`config.mk`:
```
export PLATFORM = sky130hd
export DESIGN_NAME = adcseq_top
export DESIGN_NICKNAME = d
export VERILOG_FILES = /design/src/adcseq_pkg.sv /design/src/adcseq_top.sv
export SDC_FILE = /design/constraint.sdc
export NUM_CORES = 1
export LEC_CHECK = 0
export BUFFER_PORTS_ARGS = -buffer_cell sky130_fd_sc_hd__buf_4
export CAP_MARGIN = 20
export CELL_PAD_IN_SITES_DETAIL_PLACEMENT = 0
export CELL_PAD_IN_SITES_GLOBAL_PLACEMENT = 1
export CORE_AREA = 2 2 99 101
export CTS_BUF_LIST = sky130_fd_sc_hd__clkbuf_4
export CTS_CLUSTER_DIAMETER = 50
export DETAILED_ROUTE_END_ITERATION = 10
export DIE_AREA = 0 0 101 103
export PLACE_DENSITY_LB_ADDON = 0.2
export RECOVER_POWER = 25
export SYNTH_ARGS = -nofsm -noshare
export SYNTH_HDL_FRONTEND = slang
export SYNTH_SLANG_ARGS = --single-unit
```
`constraint.sdc`:
```
create_clock -name i_clock -period 5.06 [get_ports i_clock]
set_input_delay 1.012 -clock i_clock [delete_from_list [all_inputs] [get_ports i_clock]]
set_output_delay 1.012 -clock i_clock [all_outputs]
set_load 0.01 [all_outputs]
```
`src/adcseq_pkg.sv`:
```
// constants and types shared by the converter acquisition sequencer
package adcseq_pkg;

  // converter geometry
  localparam int RESULT_BITS    = 10;
  localparam int PORT_BITS      = 8;
  localparam int CHANNEL_BITS   = 4;
  localparam int SEL_BITS       = 3;

  // timing counts, in conversion bit periods unless stated
  localparam logic [4:0] CONV_PERIODS     = 5'd11;
  localparam logic [4:0] HOLDOFF_PERIODS  = 5'd2;
  localparam logic [4:0] DISCHARGE_PERIODS = 5'd1;
  // one instruction cycle is four oscillator clocks
  localparam logic [2:0] INSTR_CLOCKS     = 3'd4;

  // acquisition select: automatic period per code, code 000 is manual
  localparam logic [2:0] ACQ_MANUAL       = 3'h0;
  localparam logic [2:0] ACQ_SEL_RESET    = 3'h0;
  localparam logic [2:0] CLK_SEL_RESET    = 3'h0;

  // conversion clock select: low two bits 11 pick the internal rc clock
  localparam logic [1:0] CLK_RC_CODE      = 2'h3;

  // first trial code of the successive approximation
  localparam logic [9:0] SAR_FIRST_TRIAL  = 10'h200;

  // port analog configuration after reset, chosen by the strap
  localparam logic [7:0] PORT_CFG_ANALOG  = 8'hFF;
  localparam logic [7:0] PORT_CFG_DIGITAL = 8'h00;
  localparam logic [9:0] RESULT_RESET     = 10'h000;

  typedef enum logic [2:0] {
    ST_OFF,
    ST_DISCHARGE,
    ST_SAMPLE,
    ST_ACQUIRE,
    ST_DELAY,
    ST_CONVERT,
    ST_HOLDOFF
  } adcseq_state_type;

endpackage : adcseq_pkg

```
`src/adcseq_top.sv`:
```
// acquisition, conversion timing and flag logic of the 10-bit converter
`timescale 1ns/1ns
`default_nettype none

// Summary of operation
// - 3-bit field programs 2..20 period acquisition
// - nonzero select: sample, then convert automatically
// - select 000 converts at once; reset default
// - completion clears start, sets flag, resamples
// - no acquisition-ended or conversion-started status
// - conversion lasts eleven bit periods; first may be short in manual mode
// - clock select maps to 2..64 clocks or rc
// - manual mode delays start one instruction cycle
// - sample selected pin whatever its direction
// - analog-configured pins read as zero
// - strap chooses port analog config reset value
// - clearing start mid-conversion aborts it
// - abort leaves result registers unchanged
// - two-period holdoff then acquisition restarts
// - discharge capacitor array before every sample
// - select 010 gives four period acquisition
// - completion loads result high and low
// - reset turns converter off, aborts conversion
// - trigger ignored while converter is off
module adcseq_top (
  input  wire logic       i_clock,
  input  wire logic       i_arst_n,
  input  wire logic       i_converter_on_bit,
  input  wire logic       i_start_set,
  input  wire logic       i_start_clear,
  input  wire logic       i_special_trigger,
  input  wire logic [2:0] i_acquisition_time_select,
  input  wire logic [2:0] i_conversion_clock_select,
  input  wire logic [3:0] i_channel_select,
  input  wire logic       i_internal_rc_clock,
  input  wire logic       i_comparator,
  input  wire logic       i_complete_clear,
  input  wire logic       i_result_write,
  input  wire logic [9:0] i_result_wdata,
  input  wire logic       i_portb_analog_reset_select,
  input  wire logic       i_port_cfg_write,
  input  wire logic [7:0] i_port_cfg_wdata,
  input  wire logic [7:0] i_port_pins,
  output logic            o_start_flag,
  output logic            o_conversion_complete_flag,
  output logic [7:0]      o_result_high_reg,
  output logic [7:0]      o_result_low_reg,
  output logic [7:0]      o_port_analog_config_bits,
  output logic [7:0]      o_port_read,
  output logic [3:0]      o_mux_channel,
  output logic            o_sample_switch,
  output logic            o_discharge,
  output logic [9:0]      o_dac_code
);

  adcseq_pkg::adcseq_state_type state_ff;

  logic [6:0] div_cnt_ff;
  logic       rc_meta_ff, rc_sync_ff, rc_last_ff;
  logic       cmp_meta_ff, cmp_sync_ff;
  logic [7:0] pin_meta_ff, pin_sync_ff;
  logic       tad_tick;
  logic [4:0] phase_cnt_ff;
  logic [2:0] delay_cnt_ff;
  logic       go_ff;
  logic       complete_ff;
  logic [9:0] sar_ff;
  logic [9:0] mask_ff;
  logic [9:0] result_ff;
  logic       cfg_loaded_ff;
  logic [7:0] port_cfg_ff;
  logic [7:0] port_read_ff;
  logic [3:0] channel_ff;
  logic       start_req;
  logic       busy;
  logic       conv_done;
  logic       abort;
  logic [9:0] sar_decided;

  // bit period in oscillator clocks for a clock select code
  function automatic logic [6:0] clk_div_periods(input logic [2:0] sel);
    case (sel)
      3'h0:    clk_div_periods = 7'd2;
      3'h4:    clk_div_periods = 7'd4;
      3'h1:    clk_div_periods = 7'd8;
      3'h5:    clk_div_periods = 7'd16;
      3'h2:    clk_div_periods = 7'd32;
      3'h6:    clk_div_periods = 7'd64;
      default: clk_div_periods = 7'd2;
    endcase
  endfunction

  // automatic acquisition length in bit periods, zero for manual
  function automatic logic [4:0] acq_periods(input logic [2:0] sel);
    case (sel)
      3'h1:    acq_periods = 5'd2;
      3'h2:    acq_periods = 5'd4;
      3'h3:    acq_periods = 5'd6;
      3'h4:    acq_periods = 5'd8;
      3'h5:    acq_periods = 5'd12;
      3'h6:    acq_periods = 5'd16;
      3'h7:    acq_periods = 5'd20;
      default: acq_periods = 5'd0;
    endcase
  endfunction

  function automatic logic is_rc(input logic [2:0] sel);
    is_rc = (sel[1:0] == adcseq_pkg::CLK_RC_CODE);
  endfunction

  // rc clock, comparator and pins come from other domains
  always_ff @(posedge i_clock or negedge i_arst_n) begin
    if (!i_arst_n) begin
      rc_meta_ff  <= 1'b0;
      rc_sync_ff  <= 1'b0;
      rc_last_ff  <= 1'b0;
      cmp_meta_ff <= 1'b0;
      cmp_sync_ff <= 1'b0;
      pin_meta_ff <= 8'h00;
      pin_sync_ff <= 8'h00;
    end else begin
      rc_meta_ff  <= i_internal_rc_clock;
      rc_sync_ff  <= rc_meta_ff;
      rc_last_ff  <= rc_sync_ff;
      cmp_meta_ff <= i_comparator;
      cmp_sync_ff <= cmp_meta_ff;
      pin_meta_ff <= i_port_pins;
      pin_sync_ff <= pin_meta_ff;
    end
  end

  // free-running divider; a select change only skews the current period
  always_ff @(posedge i_clock or negedge i_arst_n) begin
    if (!i_arst_n) begin
      div_cnt_ff <= 7'd0;
    end else if (div_cnt_ff >=
                 clk_div_periods(i_conversion_clock_select) - 7'd1) begin
      div_cnt_ff <= 7'd0;
    end else begin
      div_cnt_ff <= div_cnt_ff + 7'd1;
    end
  end

  assign tad_tick = is_rc(i_conversion_clock_select) ?
                    (rc_sync_ff & ~rc_last_ff) :
                    (div_cnt_ff >=
                     clk_div_periods(i_conversion_clock_select) - 7'd1);

  // trigger only counts while the converter is on
  assign start_req = i_converter_on_bit &
                     (i_start_set | i_special_trigger);
  assign busy      = (state_ff == adcseq_pkg::ST_ACQUIRE) ||
                     (state_ff == adcseq_pkg::ST_DELAY) ||
                     (state_ff == adcseq_pkg::ST_CONVERT);
  assign conv_done = (state_ff == adcseq_pkg::ST_CONVERT) && tad_tick &&
                     (phase_cnt_ff == adcseq_pkg::CONV_PERIODS - 5'd1);
  assign abort     = busy && go_ff && i_start_clear && !conv_done;
  assign sar_decided = cmp_sync_ff ? sar_ff : (sar_ff & ~mask_ff);

  // start flag: set by software or trigger, cleared by software or done
  always_ff @(posedge i_clock or negedge i_arst_n) begin
    if (!i_arst_n) begin
      go_ff <= 1'b0;
    end else if (!i_converter_on_bit) begin
      go_ff <= 1'b0;
    end else if (conv_done) begin
      go_ff <= 1'b0;
    end else if (i_start_clear) begin
      go_ff <= 1'b0;
    end else if (start_req) begin
      go_ff <= 1'b1;
    end
  end

  // completion flag; a new completion wins over a clear
  always_ff @(posedge i_clock or negedge i_arst_n) begin
    if (!i_arst_n) begin
      complete_ff <= 1'b0;
    end else if (conv_done) begin
      complete_ff <= 1'b1;
    end else if (i_complete_clear) begin
      complete_ff <= 1'b0;
    end
  end

  // sequencer; acquire and convert are invisible outside, only go shows
  always_ff @(posedge i_clock or negedge i_arst_n) begin
    if (!i_arst_n) begin
      state_ff     <= adcseq_pkg::ST_OFF;
      phase_cnt_ff <= 5'd0;
      delay_cnt_ff <= 3'd0;
    end else if (!i_converter_on_bit) begin
      state_ff     <= adcseq_pkg::ST_OFF;
      phase_cnt_ff <= 5'd0;
    end else if (abort) begin
      state_ff     <= adcseq_pkg::ST_HOLDOFF;
      phase_cnt_ff <= 5'd0;
    end else begin
      case (state_ff)
        adcseq_pkg::ST_OFF: begin
          state_ff     <= adcseq_pkg::ST_DISCHARGE;
          phase_cnt_ff <= 5'd0;
        end
        adcseq_pkg::ST_DISCHARGE: begin
          if (tad_tick) begin
            if (phase_cnt_ff == adcseq_pkg::DISCHARGE_PERIODS - 5'd1) begin
              state_ff     <= adcseq_pkg::ST_SAMPLE;
              phase_cnt_ff <= 5'd0;
            end else begin
              phase_cnt_ff <= phase_cnt_ff + 5'd1;
            end
          end
        end
        adcseq_pkg::ST_SAMPLE: begin
          if (go_ff || start_req) begin
            phase_cnt_ff <= 5'd0;
            delay_cnt_ff <= 3'd0;
            if (i_acquisition_time_select == adcseq_pkg::ACQ_MANUAL) begin
              state_ff <= adcseq_pkg::ST_DELAY;
            end else begin
              state_ff <= adcseq_pkg::ST_ACQUIRE;
            end
          end
        end
        adcseq_pkg::ST_ACQUIRE: begin
          if (tad_tick) begin
            if (phase_cnt_ff >=
                acq_periods(i_acquisition_time_select) - 5'd1) begin
              state_ff     <= adcseq_pkg::ST_CONVERT;
              phase_cnt_ff <= 5'd0;
            end else begin
              phase_cnt_ff <= phase_cnt_ff + 5'd1;
            end
          end
        end
        adcseq_pkg::ST_DELAY: begin
          // lets a sleep instruction execute before the array disconnects
          if (delay_cnt_ff == adcseq_pkg::INSTR_CLOCKS - 3'd1) begin
            state_ff     <= adcseq_pkg::ST_CONVERT;
            phase_cnt_ff <= 5'd0;
          end else begin
            delay_cnt_ff <= delay_cnt_ff + 3'd1;
          end
        end
        adcseq_pkg::ST_CONVERT: begin
          if (tad_tick) begin
            if (conv_done) begin
              state_ff     <= adcseq_pkg::ST_HOLDOFF;
              phase_cnt_ff <= 5'd0;
            end else begin
              phase_cnt_ff <= phase_cnt_ff + 5'd1;
            end
          end
        end
        adcseq_pkg::ST_HOLDOFF: begin
          if (tad_tick) begin
            if (phase_cnt_ff == adcseq_pkg::HOLDOFF_PERIODS - 5'd1) begin
              state_ff     <= adcseq_pkg::ST_DISCHARGE;
              phase_cnt_ff <= 5'd0;
            end else begin
              phase_cnt_ff <= phase_cnt_ff + 5'd1;
            end
          end
        end
        default: begin
          state_ff     <= adcseq_pkg::ST_OFF;
          phase_cnt_ff <= 5'd0;
        end
      endcase
    end
  end

  // successive approximation: first period disconnects, ten decide bits
  always_ff @(posedge i_clock or negedge i_arst_n) begin
    if (!i_arst_n) begin
      sar_ff  <= 10'h000;
      mask_ff <= 10'h000;
    end else if (state_ff != adcseq_pkg::ST_CONVERT) begin
      sar_ff  <= adcseq_pkg::SAR_FIRST_TRIAL;
      mask_ff <= adcseq_pkg::SAR_FIRST_TRIAL;
    end else if (tad_tick && phase_cnt_ff != 5'd0) begin
      sar_ff  <= sar_decided | (mask_ff >> 1);
      mask_ff <= mask_ff >> 1;
    end
  end

  // result changes only on completion or a software write
  always_ff @(posedge i_clock or negedge i_arst_n) begin
    if (!i_arst_n) begin
      result_ff <= adcseq_pkg::RESULT_RESET;
    end else if (conv_done) begin
      result_ff <= sar_decided;
    end else if (i_result_write) begin
      result_ff <= i_result_wdata;
    end
  end

  // strap is caught on the first edge after reset release
  always_ff @(posedge i_clock or negedge i_arst_n) begin
    if (!i_arst_n) begin
      cfg_loaded_ff <= 1'b0;
      port_cfg_ff   <= adcseq_pkg::PORT_CFG_DIGITAL;
    end else if (!cfg_loaded_ff) begin
      cfg_loaded_ff <= 1'b1;
      port_cfg_ff   <= i_portb_analog_reset_select ?
                       adcseq_pkg::PORT_CFG_ANALOG :
                       adcseq_pkg::PORT_CFG_DIGITAL;
    end else if (i_port_cfg_write) begin
      port_cfg_ff   <= i_port_cfg_wdata;
    end
  end

  // channel follows select with no regard to pin direction
  always_ff @(posedge i_clock or negedge i_arst_n) begin
    if (!i_arst_n) begin
      port_read_ff <= 8'h00;
      channel_ff   <= 4'h0;
    end else begin
      port_read_ff <= pin_sync_ff & ~port_cfg_ff;
      channel_ff   <= i_channel_select;
    end
  end

  assign o_start_flag               = go_ff;
  assign o_conversion_complete_flag = complete_ff;
  assign o_result_high_reg          = {6'h00, result_ff[9:8]};
  assign o_result_low_reg           = result_ff[7:0];
  assign o_port_analog_config_bits  = port_cfg_ff;
  assign o_port_read                = port_read_ff;
  assign o_mux_channel              = channel_ff;
  assign o_sample_switch            = (state_ff == adcseq_pkg::ST_SAMPLE) ||
                                      (state_ff == adcseq_pkg::ST_ACQUIRE) ||
                                      (state_ff == adcseq_pkg::ST_DELAY);
  assign o_discharge                = (state_ff == adcseq_pkg::ST_DISCHARGE);
  assign o_dac_code                 = sar_ff;

  // assertion helper: bit periods already seen in the current state visit
  adcseq_pkg::adcseq_state_type seen_state_ff;
  logic [4:0] seen_ticks_ff;
  logic [4:0] visit_ticks;

  assign visit_ticks = (state_ff == seen_state_ff) ? seen_ticks_ff : 5'd0;

  always_ff @(posedge i_clock or negedge i_arst_n) begin
    if (!i_arst_n) begin
      seen_state_ff <= adcseq_pkg::ST_OFF;
      seen_ticks_ff <= 5'd0;
    end else begin
      seen_state_ff <= state_ff;
      seen_ticks_ff <= visit_ticks + {4'd0, tad_tick};
    end
  end
endmodule // adcseq_top

`default_nettype wire

```
==> qor.csv, run 1 <==
stage,metric,value,unit
detailed_routing,WL final,8760,microns
clock_tree,post-cts resize count,0,
critical_path,CP arrival,3730,ps
floorplan,die span in y,103,microns
critical_path,R2R cell count,5,
floorplan,core footprint,9460,sq um
critical_path,"Cell Chain, Critical Path",buf_4 -> inv_1 -> ha_1 -> nand2_1 -> nor2_1 -> nor2_1 -> a21oi_1 -> ha_1 -> nand4_1 -> a21oi_1 -> or2_2 -> nand3_1 -> a21oi_1 -> a21oi_1,
critical_path,crit-path max FO,22,
synthesis,"EDFF count, synth",0,
worst_hold_path,startpoint of the worst hold path,pin_meta_ff[5],
placement,placed cell areas,4970,sq um
worst_hold_path,Hold Path Stages,0,
synthesis,post-synth top area share,0.543,
timing,measured slew at the worst slew-check pin,2440,ps
timing,RSZ-0062 raised after global routing,false,
synthesis,YS warnings,0,
timing,setup TNS,0,ps
clock_tree,worst skew pair latency,460,ps
detailed_routing,initial DRC count,132,
global_routing,vias in the first global route,2854,
critical_path,beginning of the worst register-to-register path,state_ff[0],
critical_path,R2R setup slack,2150,ps
placement,DP Cell Count,591,
critical_path,max incr delay on CP,580,ps
timing,setup ws final,1620,ps
cells_and_area,final non-filler cell total,607,
timing,Min Hold Slack,336,ps
clock_tree,"Hold-fix buffers, CTS",0,
detailed_routing,WL per Instance,14.4,microns
critical_path,slowest CP cell,nand3_1,
detailed_routing,# DRC,0,
floorplan,Die Width,101,microns
floorplan,Initial Utilization,0.448,
run,number of max-cap violations,1,
cells_and_area,total of fill cells in the finished design,874,
clock_tree,CTS tree,built,
outcome,status,"complete, but fails checks",
timing,clk_skew,26.8,ps
worst_hold_path,Hold Path End,pin_sync_ff[5],
detailed_routing,post-DR vias/cell,5.23,
pwr,power per standard cell area,326,nW/um^2
synthesis,top-count cell post-synth,dfrtp_1,
timing,Tcrit/Tclk final,0.679,
cells_and_area,layout cells sized above 1,0.237,
detailed_routing,Routed Antenna Nets,0,
cells_and_area,Post-Route Utilization,0.540,
placement,GP Congestion,0.929,
pwr,maximum vdd drop,0.165,mV
synthesis,Synth Instances,400,
timing,Slew Limit Fails,46,
cells_and_area,Layout Area Growth over Synthesis,20.6,%
pwr,total power,1.66,mW
synthesis,register area share after synthesis,0.543,
timing,final setup vio count,0,
cells_and_area,multi-input logic area,1780,sq um
global_routing,overall routing resource usage,0.176,
floorplan,Rows,36,
clock_tree,Root Buffer,clkbuf_4,
synthesis,most frequent cells after synthesis,"92 x dfrtp_1, 57 x a21oi_1, 33 x nand2_1, 22 x ha_1",
placement,pre-CTS setup slack,1120,ps
critical_path,CP Capture Type,flop,
pwr,Pleak,2.43,nW
critical_path,"Req. time, crit path",5360,ps
synthesis,Synth Cell Area,4240,sq um
critical_path,CP Class,in -> reg,
cells_and_area,register area,2300,sq um
clock_tree,clk buf depth,2,
detailed_routing,Initial DRT Pass Iterations,4,
global_routing,GRT Residual Overflow,0,
synthesis,post-synth top area cell,dfrtp_1,
clock_tree,clock sink total,92,
cells_and_area,n_diodes,0,
clock_tree,Worst-path clk slew,180,ps
synthesis,Post-synth ARST share,1.00,
critical_path,CP most frequent cell,a21oi_1,
timing,Slew headroom,-0.630,
global_routing,first-pass GRT wire length,14100,microns
cells_and_area,Finished Cell Area,5110,sq um
synthesis,synth unique cells,45,
worst_hold_path,Min-Delay Path Class,reg -> reg,
outcome,failing checks,"max-capacitance violations, max-slew violations",
synthesis,Synth Flop Type,dfrtp_1,
detailed_routing,total number of vias,3175,
floorplan,Die ar.,10400,sq um
synthesis,Post-Syn Area per Cell,10.6,sq um
clock_tree,H-tree lvl count,3,
placement,Post-DP HPWL,6350,microns
floorplan,Ports,98,
global_routing,largest net degree at the start of global routing,49,
timing,Fin. Hold Viols,0,
global_routing,initial antenna violation count,0,
synthesis,"top cells by area, synth","dfrtp_1 54%, a21oi_1 6.7%, ha_1 6.5%",
critical_path,Startpoint Class,primary input,
clock_tree,CTS buffer count,9,
timing,fmax,0.291,GHz
synthesis,#FFs+latches synth,92,
critical_path,RR Endpoint,state_ff[2],
cells_and_area,Layout Nets,558,
placement,I/O Buffers,91,
clock_tree,post-CTS setup buffer count,0,
timing,Period minus WS final,3440,ps
-- sequential cells by signal, summed over array words and instances, names as in the netlist, 3 cells and up --
signal,count
o_mux_channel,4
state_ff,3
o_dac_code,10
pin_sync_ff,8
div_cnt_ff,7
result_ff,10
o_port_analog_config_bits,8
mask_ff,10
o_port_read,8
delay_cnt_ff,3
pin_meta_ff,8
phase_cnt_ff,5
-- worst max path at each step --
stage | slack (ps) | startpoint | cells after the start | endpoint
final | 1620 | i_conversion_clock_select[0] | 14 | result_ff[7]
after global routing | 1350 | i_conversion_clock_select[0] | 13 | result_ff[7]
after CTS | 1590 | i_conversion_clock_select[0] | 14 | result_ff[7]
after detailed placement | 1120 | i_conversion_clock_select[0] | 14 | result_ff[7]
after global placement | 1250 | i_conversion_clock_select[0] | 14 | result_ff[7]
after floorplan | 1660 | i_conversion_clock_select[0] | 13 | state_ff[1]
-- power breakdown --
part           switching (mW)  internal (mW)  total [mW]
sequential             0.0629          0.795       0.858
combinational           0.227          0.177       0.404
clock                   0.285          0.117       0.402
total                   0.575           1.09        1.66
-- worst max-delay path, delay by kind of cell --
family | cells | cell delay (ps)
compound gates | 4 | 790
fa+ha+maj | 2 | 630
buf+inv | 2 | 140
simple gates | 6 | 1140
-- logic make-up (layout without fill, tap and decap cells) --
logic type | count (synthesis) | in the layout | share of synthesized area
AND/OR/NAND/NOR | 126 | 126 | 0.156
AO/OA/AOI/OAI | 93 | 93 | 0.124
flip-flops | 92 | 92 | 0.543
buffers and inverters | 36 | 124 | 0.0419
adder cells (fa/ha/maj) | 22 | 22 | 0.0650
multiplexers | 22 | 22 | 0.0529
XOR/XNOR | 7 | 7 | 0.0145
other | 2 | 7 | 0.00177
-- metal layers --
metal / vias to the layer above / global-route usage / share of wire / wire [microns]
li1: 1560 / - / - / -
met1: 1514 / 0.244 / 0.46 / 4050
met2: 88 / 0.274 / 0.47 / 4110
met3: 13 / 0.0339 / 0.049 / 429
met4: 0 / 0.0738 / 0.019 / 170
met5: - / 0 / 0 / 0
-- layout by cell type (no fill, tap or decap), types with 5 or more instances in the layout --
cell type	Yosys	layout
buf_4	7	77
conb_1	2	7
nand4_1	6	6
nand2b_1	14	14
xnor2_1	5	5
nand2_1	33	33
inv_1	16	16
a21oi_1	57	57
nand3_1	16	16
dfrtp_1	92	92
nor2_1	19	19
o211ai_1	5	5
ha_1	22	22
mux2i_1	19	19
clkbuf_4	0	23
o21ai_0	18	18
nor2b_1	11	11
and3_1	7	7
-- cell type report --
cell class / count / area share
Clock buffer: 9 / 0.0132
Clock inverter: 7 / 0.0147
Inverter: 16 / 0.0118
Multi-Input combinational cell: 277 / 0.347
Sequential cell: 92 / 0.451
Tap cell: 114 / 0.0279
Timing Repair Buffer: 92 / 0.134
(Power assumes the default switching activity.)
==> inputs of run 2 (changes only) <==
CORE_AREA = 2 2 108 110   (was 2 2 99 101)
DIE_AREA = 0 0 110 112   (was 0 0 101 103)
clock period = 3 ns   (was 5.06 ns; I/O delays follow)
==> qor.csv, run 2 (synthesized netlist as in run 1, its figures left out) <==
stage,metric,value,unit,change
placement,I/O Buffers,91,,unchanged
detailed_routing,# DRC,0,,unchanged
floorplan,Die Width,110,microns,was 101 microns
timing,Slew headroom,0.109,,was -0.630
pwr,maximum vdd drop,0.362,mV,was 0.165 mV
outcome,status,"complete, no violations",,"was complete, but fails checks"
clock_tree,CTS buffer count,9,,unchanged
critical_path,slowest CP cell,ha_1,,was nand3_1
critical_path,CP Class,in -> reg,,unchanged
detailed_routing,total number of vias,3211,,"was 3,175"
cells_and_area,final non-filler cell total,655,,was 607
clock_tree,clock sink total,92,,unchanged
critical_path,R2R cell count,8,,was 5
timing,RSZ-0062 raised after global routing,false,,unchanged
placement,Post-DP HPWL,6610,microns,was 6350 microns
worst_hold_path,Hold Path End,o_mux_channel[0],,was pin_sync_ff[5]
critical_path,CP arrival,3050,ps,was 3730 ps
clock_tree,H-tree lvl count,3,,unchanged
clock_tree,Root Buffer,clkbuf_4,,unchanged
timing,final setup vio count,0,,unchanged
worst_hold_path,Min-Delay Path Class,in -> reg,,was reg -> reg
detailed_routing,WL final,8920,microns,was 8760 microns
global_routing,initial antenna violation count,0,,unchanged
floorplan,Ports,98,,unchanged
timing,fmax,0.366,GHz,
detailed_routing,initial DRC count,135,,was 132
detailed_routing,post-DR vias/cell,4.90,,was 5.23
critical_path,R2R setup slack,720,ps,was 2150 ps
critical_path,CP Capture Type,flop,,unchanged
detailed_routing,Initial DRT Pass Iterations,5,,was 4
placement,placed cell areas,5200,sq um,was 4970 sq um
critical_path,Startpoint Class,primary input,,unchanged
floorplan,Rows,39,,was 36
global_routing,first-pass GRT wire length,15000,microns,"was 14,100 microns"
clock_tree,CTS tree,built,,unchanged
cells_and_area,Layout Area Growth over Synthesis,26.6,%,was 20.6%
timing,Min Hold Slack,281,ps,was 336 ps
global_routing,largest net degree at the start of global routing,51,,was 49
placement,pre-CTS setup slack,-221,ps,was 1120 ps
worst_hold_path,Hold Path Stages,1,,was 0
cells_and_area,n_diodes,0,,unchanged
global_routing,GRT Residual Overflow,0,,unchanged
critical_path,crit-path max FO,3,,was 22
timing,Slew Limit Fails,0,,was 46
timing,Tcrit/Tclk final,0.911,,
floorplan,die span in y,112,microns,was 103 microns
clock_tree,Worst-path clk slew,140,ps,was 180 ps
placement,GP Congestion,0.844,,was 0.929
cells_and_area,Layout Nets,579,,was 558
floorplan,Initial Utilization,0.379,,was 0.448
cells_and_area,Finished Cell Area,5360,sq um,was 5110 sq um
critical_path,max incr delay on CP,310,ps,was 580 ps
cells_and_area,Post-Route Utilization,0.480,,was 0.540
cells_and_area,"commonest cells after routing, fill and taps aside","95 x buf_4, 92 x dfrtp_1, 57 x a21oi_1, 33 x nand2_1, 23 x clkbuf_4",,"was 92 x dfrtp_1, 77 x buf_4, 57 x a21oi_1, 33 x nand2_1, 23 x clkbuf_4"
detailed_routing,WL per Instance,13.6,microns,was 14.4 microns
run,number of max-cap violations,0,,was 1
timing,clk_skew,14.8,ps,was 26.8 ps
timing,measured slew at the worst slew-check pin,1340,ps,was 2440 ps
cells_and_area,layout cells sized above 1,0.271,,was 0.237
floorplan,core footprint,11200,sq um,was 9460 sq um
critical_path,Critical Path Source,i_conversion_clock_select[1],,was i_conversion_clock_select[0]
clock_tree,clk buf depth,2,,unchanged
pwr,Pleak,2.56,nW,was 2.43 nW
detailed_routing,Routed Antenna Nets,0,,unchanged
global_routing,overall routing resource usage,0.156,,was 0.176
pwr,power per standard cell area,550,nW/um^2,was 326 nW/um^2
cells_and_area,"commonest non-fill, non-tap cell in the layout",buf_4,,was dfrtp_1
global_routing,vias in the first global route,3194,,"was 2,854"
critical_path,RR Endpoint,delay_cnt_ff[2],,was state_ff[2]
timing,Period minus WS final,2730,ps,
clock_tree,worst skew pair latency,430,ps,was 460 ps
worst_hold_path,startpoint of the worst hold path,i_channel_select[0],,was pin_meta_ff[5]
clock_tree,post-CTS setup buffer count,0,,unchanged
floorplan,Die ar.,12300,sq um,"was 10,400 sq um"
critical_path,"Cell Chain, Critical Path",buf_4 -> inv_1 -> ha_1 -> nand2_1 -> nor2_1 -> nor2_1 -> a21oi_1 -> ha_1 -> a21oi_1 -> o211ai_1 -> or2_2 -> a31oi_1 -> nor4_2 -> buf_4 -> mux2_2,,was buf_4 -> inv_1 -> ha_1 -> nand2_1 -> nor2_1 -> nor2_1 -> a21oi_1 -> ha_1 -> nand4_1 -> a21oi_1 -> or2_2 -> nand3_1 -> a21oi_1 -> a21oi_1
placement,DP Cell Count,641,,was 591
critical_path,"Req. time, crit path",3320,ps,was 5360 ps
timing,setup ws final,267,ps,was 1620 ps
timing,Fin. Hold Viols,0,,unchanged
critical_path,beginning of the worst register-to-register path,div_cnt_ff[2],,was state_ff[0]
## run 2: cell types whose count changed in the layout (fill, tap and decap cells not counted), moves of 2 or more
cell | before | now
inv_8 | 3 | 1
buf_4 | 77 | 95
buf_12 | 0 | 3
bufinv_16 | 0 | 2
## run 2: report_power, final
group          switching (mW)  internal, mW  total, mW
registers              0.0993          1.34       1.44
logic                   0.396         0.368      0.764
clock network           0.411         0.336      0.747
## run 2: per-stage QoR
step	TNS, ps	power [mW]
finish	0	2.95
global route	0	3.17
CTS	0	3.00
detailed placement	-5550	2.23
global placement	-3840	2.22
floorplan	0	1.90
## run 2: how the worst max path moves through the flow
stage	slack, ps	depth (start not counted)	end
6_report	270	15	delay_cnt_ff[2]
5_1_grt	20	14	state_ff[0]
4_1_cts	250	14	o_dac_code[1]
3_5_place_dp	-220	15	o_dac_code[1]
3_3_place_gp	-160	15	delay_cnt_ff[2]
2_1_floorplan	10	13	state_ff[1]
## run 2: routing by layer
| layer | part of all wire | global-route usage |
|---|---|---|
| met1 | 0.44 | 0.201 |
| met3 | 0.054 | 0.0345 |
| met5 | 0 | 0 |
| met4 | 0.0063 | 0.0582 |
| met2 | 0.50 | 0.255 |
## run 2: final cells by class
| class | count | area (sq um) |
|---|---|---|
| timing repair buffer | 113 | 883 |
| sequential | 92 | 2300 |
| clock inverter | 5 | 87.6 |
| multi-input combinational | 277 | 1780 |
| clock buffer | 9 | 67.6 |
| inverter | 16 | 60.1 |
| tap | 143 | 179 |
| fill | 1072 | 5810 |
## run 2: worst max-delay path, delay by kind of cell
family	cells	cell delay, ps
AND/OR/NAND/NOR	5	640
adder cells (fa/ha/maj)	2	580
multiplexers	1	260
AO/OA/AOI/OAI	4	690
buffers and inverters	3	290
## run 2: what timing repair did
| action | in CTS | in global routing |
|---|---|---|
| setup endpoints to repair | 0 | 18 |
| resized for setup | 0 | 2 |
| hold buffers | 0 | 0 |
